[src/core/ikl_pkg.sv]
package ikl_pkg;

    // key/status register location in the special-function space
    localparam logic [7:0] KEY_STATUS_ADDR = 8'hae;
    localparam logic [7:0] KEY_STATUS_RESET = 8'h00;

    // key values written in order to unlock
    localparam logic [7:0] FIRST_KEY = 8'ha5;
    localparam logic [7:0] SECOND_KEY = 8'hf1;

    // state codes returned on read
    localparam logic [7:0] CODE_LOCKED = 8'h00;
    localparam logic [7:0] CODE_WAITING = 8'h01;
    localparam logic [7:0] CODE_UNLOCKED = 8'h02;
    localparam logic [7:0] CODE_DISABLED = 8'h03;

    // value driven on a read of any other address
    localparam logic [7:0] UNMAPPED_READ = 8'h00;

    typedef enum logic [3:0] {
        ST_LOCKED = 4'b0001,
        ST_WAITING = 4'b0010,
        ST_UNLOCKED = 4'b0100,
        ST_DISABLED = 4'b1000
    } ikl_state_e;

    // address decode shared by read and write paths
    function automatic logic ikl_addr_hit(input logic [7:0] addr);
        return addr == KEY_STATUS_ADDR;
    endfunction

    // state to read-back code
    function automatic logic [7:0] ikl_state_code(input ikl_state_e st);
        case (st)
            ST_LOCKED: return CODE_LOCKED;
            ST_WAITING: return CODE_WAITING;
            ST_UNLOCKED: return CODE_UNLOCKED;
            ST_DISABLED: return CODE_DISABLED;
            default: return CODE_LOCKED;
        endcase
    endfunction

endpackage

[src/core/ikl_key_if.sv]
`timescale 1ns/1ps
interface ikl_key_if;
    logic wr_stb;
    logic [7:0] wr_data;
    ikl_pkg::ikl_state_e state;

    // decoder side: issues key writes, watches state
    modport decoder (
        output wr_stb,
        output wr_data,
        input state
    );

    // state machine side
    modport fsm (
        input wr_stb,
        input wr_data,
        output state
    );
endinterface

[src/core/ikl_key_fsm.sv]
`timescale 1ns/1ps
module ikl_key_fsm (
    input wire logic clk, // system clock
    input wire logic rstn, // async reset, active low
    ikl_key_if.fsm key // key writes in, state out
);

    ikl_pkg::ikl_state_e state_q;
    ikl_pkg::ikl_state_e state_d;

    // next state from a decoded key write
    always_comb begin
        state_d = state_q;
        if (key.wr_stb) begin
            case (state_q)
                ikl_pkg::ST_LOCKED: begin
                    if (key.wr_data == ikl_pkg::FIRST_KEY) begin
                        state_d = ikl_pkg::ST_WAITING;
                    end else begin
                        state_d = ikl_pkg::ST_LOCKED;
                    end
                end
                ikl_pkg::ST_WAITING: begin
                    if (key.wr_data == ikl_pkg::SECOND_KEY) begin
                        state_d = ikl_pkg::ST_UNLOCKED;
                    end else begin
                        state_d = ikl_pkg::ST_DISABLED;
                    end
                end
                ikl_pkg::ST_UNLOCKED: begin
                    state_d = ikl_pkg::ST_LOCKED;
                end
                ikl_pkg::ST_DISABLED: begin
                    state_d = ikl_pkg::ST_DISABLED;
                end
                default: begin
                    state_d = ikl_pkg::ST_LOCKED;
                end
            endcase
        end
    end

    // state register, locked after reset
    always_ff @(posedge clk or negedge rstn) begin
        if (!rstn) begin
            state_q <= ikl_pkg::ST_LOCKED;
        end else begin
            state_q <= state_d;
        end
    end

    assign key.state = state_q;

endmodule // ikl_key_fsm

[src/core/ikl_key_lock.sv]
`timescale 1ns/1ps
// Contract
// - a read of the key/status register returns 0x00 locked, 0x01 waiting, 0x02 unlocked, 0x03 disabled.
// - from locked, writing the first key then the second key moves through waiting to unlocked.
// - in waiting, writing anything but the second key moves to disabled until the next reset.
// - in unlocked, any write to the register returns to locked.
// - in disabled, every write is ignored and only a reset restores locked.
module ikl_key_lock (
    input wire logic clk, // system clock, 10 MHz
    input wire logic rstn, // async reset, active low
    input wire logic [7:0] sfr_addr, // special-function address
    input wire logic [7:0] sfr_wdata, // write data
    input wire logic sfr_wr, // write strobe, one cycle
    input wire logic sfr_rd, // read strobe, one cycle
    output logic [7:0] sfr_rdata_q, // read data, one cycle after sfr_rd
    output logic access_ok_q // clock interface access permitted
);

    ikl_key_if u_key_if();

    logic wr_hit;
    logic rd_hit;
    logic [7:0] code;

    // address decode
    assign wr_hit = sfr_wr && ikl_pkg::ikl_addr_hit(sfr_addr);
    assign rd_hit = sfr_rd && ikl_pkg::ikl_addr_hit(sfr_addr);

    // key writes handed to the state machine
    assign u_key_if.wr_stb = wr_hit;
    assign u_key_if.wr_data = sfr_wdata;

    // current read-back code
    assign code = ikl_pkg::ikl_state_code(u_key_if.state);

    ikl_key_fsm u_fsm (
        .clk(clk),
        .rstn(rstn),
        .key(u_key_if.fsm)
    );

    // read data register, shows the state before any same-cycle write
    always_ff @(posedge clk or negedge rstn) begin
        if (!rstn) begin
            sfr_rdata_q <= ikl_pkg::KEY_STATUS_RESET;
        end else if (rd_hit) begin
            sfr_rdata_q <= code;
        end else begin
            sfr_rdata_q <= ikl_pkg::UNMAPPED_READ;
        end
    end

    // access-permitted flag, follows the unlocked state
    always_ff @(posedge clk or negedge rstn) begin
        if (!rstn) begin
            access_ok_q <= 1'b0;
        end else begin
            access_ok_q <= (u_key_if.state == ikl_pkg::ST_UNLOCKED);
        end
    end

    // read returns the code of the state at the read
    property p_read_code;
        @(posedge clk) disable iff (!rstn)
        rd_hit |=> sfr_rdata_q == $past(code);
    endproperty
    a_read_code: assert property (p_read_code)
        else $error("read data does not match state code");

    // code always one of the four values
    property p_code_range;
        @(posedge clk) disable iff (!rstn)
        code <= ikl_pkg::CODE_DISABLED;
    endproperty
    a_code_range: assert property (p_code_range)
        else $error("state code out of range");

    // two ordered keys from locked reach unlocked
    property p_unlock_seq;
        @(posedge clk) disable iff (!rstn)
        (code == ikl_pkg::CODE_LOCKED && wr_hit && sfr_wdata == ikl_pkg::FIRST_KEY)
        ##1 (wr_hit && sfr_wdata == ikl_pkg::SECOND_KEY)
        |=> code == ikl_pkg::CODE_UNLOCKED;
    endproperty
    a_unlock_seq: assert property (p_unlock_seq)
        else $error("key sequence did not unlock");

    // first key from locked moves to waiting
    property p_first_key;
        @(posedge clk) disable iff (!rstn)
        code == ikl_pkg::CODE_LOCKED && wr_hit && sfr_wdata == ikl_pkg::FIRST_KEY
        |=> code == ikl_pkg::CODE_WAITING;
    endproperty
    a_first_key: assert property (p_first_key)
        else $error("first key not accepted");

    // wrong second key disables
    property p_wrong_key;
        @(posedge clk) disable iff (!rstn)
        code == ikl_pkg::CODE_WAITING && wr_hit && sfr_wdata != ikl_pkg::SECOND_KEY
        |=> code == ikl_pkg::CODE_DISABLED;
    endproperty
    a_wrong_key: assert property (p_wrong_key)
        else $error("wrong second key did not disable");

    // any write while unlocked relocks
    property p_relock;
        @(posedge clk) disable iff (!rstn)
        code == ikl_pkg::CODE_UNLOCKED && wr_hit |=> code == ikl_pkg::CODE_LOCKED;
    endproperty
    a_relock: assert property (p_relock)
        else $error("write while unlocked did not lock");

    // disabled is sticky for several cycles whatever is written
    property p_disabled_sticky;
        @(posedge clk) disable iff (!rstn)
        code == ikl_pkg::CODE_DISABLED |=> (code == ikl_pkg::CODE_DISABLED) [*4];
    endproperty
    a_disabled_sticky: assert property (p_disabled_sticky)
        else $error("disabled state left without reset");

    // access flag tracks unlocked state one cycle later
    property p_access;
        @(posedge clk) disable iff (!rstn)
        ##1 access_ok_q == $past(code == ikl_pkg::CODE_UNLOCKED);
    endproperty
    a_access: assert property (p_access)
        else $error("access flag disagrees with unlocked state");

    // non-key write in locked leaves it locked
    property p_locked_other;
        @(posedge clk) disable iff (!rstn)
        code == ikl_pkg::CODE_LOCKED && wr_hit && sfr_wdata != ikl_pkg::FIRST_KEY
        |=> code == ikl_pkg::CODE_LOCKED;
    endproperty
    a_locked_other: assert property (p_locked_other)
        else $error("locked state changed by non-key write");

    // without a write to the register the state holds
    property p_no_write_stable;
        @(posedge clk) disable iff (!rstn)
        !wr_hit |=> $stable(code);
    endproperty
    a_no_write_stable: assert property (p_no_write_stable)
        else $error("state changed without a register write");

    // unmapped or idle reads return zero
    property p_unmapped_read;
        @(posedge clk) disable iff (!rstn)
        !rd_hit |=> sfr_rdata_q == ikl_pkg::UNMAPPED_READ;
    endproperty
    a_unmapped_read: assert property (p_unmapped_read)
        else $error("read data not zero without a register read");

    // second key in waiting unlocks
    property p_second_key;
        @(posedge clk) disable iff (!rstn)
        code == ikl_pkg::CODE_WAITING && wr_hit && sfr_wdata == ikl_pkg::SECOND_KEY
        |=> code == ikl_pkg::CODE_UNLOCKED;
    endproperty
    a_second_key: assert property (p_second_key)
        else $error("second key did not unlock");

    // a write while disabled changes nothing
    property p_disabled_write;
        @(posedge clk) disable iff (!rstn)
        code == ikl_pkg::CODE_DISABLED && wr_hit |=> code == ikl_pkg::CODE_DISABLED;
    endproperty
    a_disabled_write: assert property (p_disabled_write)
        else $error("write while disabled changed the state");

    // no access flag unless the state was unlocked
    property p_no_access;
        @(posedge clk) disable iff (!rstn)
        code != ikl_pkg::CODE_UNLOCKED |=> !access_ok_q;
    endproperty
    a_no_access: assert property (p_no_access)
        else $error("access flag high outside unlocked state");

    // access flag rises only after the second key from waiting
    property p_access_rise;
        @(posedge clk) disable iff (!rstn)
        $rose(access_ok_q) |-> $past(code, 2) == ikl_pkg::CODE_WAITING;
    endproperty
    a_access_rise: assert property (p_access_rise)
        else $error("access flag rose without the key sequence");

    // access flag falls only after a relocking write
    property p_access_fall;
        @(posedge clk) disable iff (!rstn)
        $fell(access_ok_q) |-> $past(wr_hit, 2);
    endproperty
    a_access_fall: assert property (p_access_fall)
        else $error("access flag fell without a register write");

    // state register always holds one legal one-hot code
    property p_state_onehot;
        @(posedge clk) disable iff (!rstn)
        $onehot(u_key_if.state);
    endproperty
    a_state_onehot: assert property (p_state_onehot)
        else $error("state register holds an illegal code");

    // main scenarios
    property p_cov_unlock;
        @(posedge clk) disable iff (!rstn)
        code == ikl_pkg::CODE_WAITING ##1 code == ikl_pkg::CODE_UNLOCKED;
    endproperty
    c_cov_unlock: cover property (p_cov_unlock);

    property p_cov_disable;
        @(posedge clk) disable iff (!rstn)
        code == ikl_pkg::CODE_WAITING ##1 code == ikl_pkg::CODE_DISABLED;
    endproperty
    c_cov_disable: cover property (p_cov_disable);

    property p_cov_relock;
        @(posedge clk) disable iff (!rstn)
        code == ikl_pkg::CODE_UNLOCKED ##1 code == ikl_pkg::CODE_LOCKED;
    endproperty
    c_cov_relock: cover property (p_cov_relock);

    property p_cov_disabled_write;
        @(posedge clk) disable iff (!rstn)
        code == ikl_pkg::CODE_DISABLED && wr_hit ##1 code == ikl_pkg::CODE_DISABLED;
    endproperty
    c_cov_disabled_write: cover property (p_cov_disabled_write);

endmodule // ikl_key_lock

[config.mk]
export PLATFORM = sky130hd
export DESIGN_NAME = ikl_key_lock
export DESIGN_NICKNAME = d
export VERILOG_FILES = /design/src/core/ikl_pkg.sv /design/src/core/ikl_key_if.sv /design/src/core/ikl_key_fsm.sv /design/src/core/ikl_key_lock.sv
export SDC_FILE = /design/constraint.sdc
export NUM_CORES = 1
export LEC_CHECK = 0
export ABC_AREA = 1
export BUFFER_PORTS_ARGS = -buffer_cell sky130_fd_sc_hd__buf_2
export CAP_MARGIN = 40
export CELL_PAD_IN_SITES_DETAIL_PLACEMENT = 1
export CELL_PAD_IN_SITES_GLOBAL_PLACEMENT = 1
export CORE_MARGIN = 3
export CORE_UTILIZATION = 27
export CTS_BUF_LIST = sky130_fd_sc_hd__clkbuf_4
export DETAILED_ROUTE_END_ITERATION = 6
export GPL_ROUTABILITY_DRIVEN = 0
export PLACE_DENSITY = 0.83
export SLEW_MARGIN = 20
export SYNTH_ARGS = -nofsm -noshare
export SYNTH_HDL_FRONTEND = slang
export SYNTH_HIERARCHICAL = 1
export SYNTH_SLANG_ARGS = --single-unit
[constraint.sdc]
create_clock -name clk -period 0.9 [get_ports clk]
set_input_delay 0.225 -clock clk [delete_from_list [all_inputs] [get_ports clk]]
set_output_delay 0.225 -clock clk [all_outputs]
set_load 0.05 [all_outputs]
==> impl_metrics.toml <==
[outcome]
status = "complete, but fails checks"
violations = "setup timing"

[cts]
numClockSinks = 7
cts_max_level = 1
cts_root_buf = "clkbuf_4"
clk_pin_slew_ns = 0.06
cts_buffer_depth = 2
cts_buffers = 3
clk_latency_ns = 0.26
tritoncts = "done"

[drt]
drt_wl_total_mm = 1.61
drc_errors = 0
routedWlPerCell_um = 11.1
initialDrtViolationCount = 8
drtPass1Iterations = 4
antenna_left = 0
dr_total_vias = 618
routed_via_density = 4.26

[sta]
skew_ns = 0.00672
hold_viol = 0
fin_crit_ns = 1.07
fmax_mhz = 934
finalSetupViolCount = 10
fin_ws_ns = -0.170
rsz0062_at_grt = "true"
fin_crit_sh_pct = 119
holdWs_ns = 0.281
slew_viol_final = 0

[placed_design]
port_buffers = 22
place_ws_ns = -0.292
dp_hpwl_mm = 1.36

[synthesis]
yosys_warnings = 6
synth_cell_types = 18
ys_seq_area_share_pct = 31.5
syn_avg_cell_area_sq_um = 6.50
synth_area_sq_um = 559
synth-seq-cells = 7
synthCells = 86

[flow_run]
maxCapViolations = 0

[floorplan]
die-area_sq_um = 2650
ios = 29
core_sq_um = 1840
die_w_um = 51.5
die_y_um = 51.5
rows = 15
start_util_pct = 30.4

[worst_setup_path]
critPathLaunchType = "flop"
critPathArrivalTime_ns = 1.27
cp-end-kind = "flop"
cp_max_fo = 6
worst-setup-path-type = "reg -> reg"
cp_data_required_time_ns = 1.10

[final_layout]
diodes = 0
final_common_cell = "buf_2"
fin_nets = 141
most-common-layout-cells = "19 x buf_2, 18 x nand2_1, 12 x nor2_1"
nFillCells = 273
areaGrowthSynthToFinish_pct = 53.7
drive_above_1_share_pct = 55.8

[global_route]
gr-total-overflow = 0
track_usage_pct = 13.1
grt_max_degree = 8
antenna_found_initial = 0
grt_pass1_wl_mm = 2.55
grt_pass1_vias = 636

[hold_path]
hold_path_class = "in -> reg"

[pwr]
power_density_nw_per_um2 = 1190
ir_worst_vdd_mv = 0.582
power.leakage_uw = 0.000434
power breakdown:
group	switching (uW)	leakage [uW]	total, uW	internal, uW
registers	22.4	0.0000855	361	339
clock network	124	0.0000184	323	200
logic	206	0.000330	338	132
synthesized netlist by cell type:
library cell | n | area [sq um]
a21oi_2 | 2 | 17.5
and3_1 | 1 | 6.26
buf_4 | 6 | 45.0
conb_1 | 1 | 3.75
dfrtp_1 | 6 | 150
dfstp_2 | 1 | 26.3
inv_1 | 14 | 52.6
inv_2 | 3 | 11.3
nand2_1 | 23 | 86.3
nand2_2 | 3 | 18.8
nand2_4 | 1 | 11.3
nand3_1 | 2 | 10.0
nand3_2 | 1 | 10.0
nor2_1 | 16 | 60.1
nor2_2 | 2 | 12.5
nor2_4 | 2 | 22.5
o21ai_2 | 1 | 8.76
o22ai_1 | 1 | 6.26
routing by layer:
| layer | global-route usage, % | vias to the layer above | wire, um |
|---|---|---|---|
| met3 | 2.01 | 2 | 46 |
| met4 | 6.11 | 0 | 23 |
| li1 | - | 307 | - |
| met5 | 0 | - | 0 |
| met1 | 13.5 | 295 | 634 |
| met2 | 25.2 | 14 | 903 |
cell type report:
cell class | instances | area [sq um] | area share, %
well taps | 25 | 31.3 | 3.64
clock buffers | 4 | 30.0 | 3.49
repair buffers | 31 | 199 | 23.1
flip-flops and latches | 7 | 176 | 20.5
inverters | 17 | 81.3 | 9.46
multi-input cells | 61 | 342 | 39.7
cells by family (layout without fill, tap and decap cells):
kind of cell	Yosys count	count (layout)	synth area share (%)
flip-flops	7	7	31.5
buffers and inverters	23	52	19.5
other	1	6	0.670
AO/OA/AOI/OAI	4	4	5.82
AND/OR/NAND/NOR	51	51	42.5
sequential cells by signal, summed over array words and instances, names as in the netlist:
name and flops:
u_fsm/key.state 4, sfr_rdata_q 2, access_ok_q 1
worst max-delay path, stage by stage (launching register included):
cell and delay [ns]:
dfstp_2 0.60, nor2_1 0.09, a21oi_2 0.17, nand2_1 0.09, nand3_2 0.06
final timing paths:
path                                          from                 end  slack [ns]  depth (start not counted)
worst min register to register  u_fsm/key.state[1]  u_fsm/key.state[1]        0.66                          2
worst min-delay path                        sfr_rd      sfr_rdata_q[1]        0.28                          3
worst max-delay path            u_fsm/key.state[0]  u_fsm/key.state[0]       -0.17                          4
max in group asynchronous                     rstn  u_fsm/key.state[0]        0.34                          2
worst max register to register  u_fsm/key.state[0]  u_fsm/key.state[0]       -0.17                          4
min in group asynchronous                     rstn  u_fsm/key.state[3]        0.33                          2
timing repair:
action,CTS,global route
setup endpoints to repair,10,10
pin swaps,5,2
gates resized for setup,12,5
setup buffers,1,0
hold buffers,1,0
hold endpoints to repair,6,0
metrics by stage:
stage	utilization, %	instances	power (uW)	TNS [ns]	area (sq um)
finish	46.7	145	1020	-1.30	860
global route	46.7	145	1090	-1.68	860
CTS	46.1	145	1030	-1.35	848
detailed placement	41.3	139	667	-1.35	759
global placement	41.3	139	656	-1.17	759
floorplan	-	91	570	-0.258	611
No activity file was read; power rests on OpenSTA's default activity.
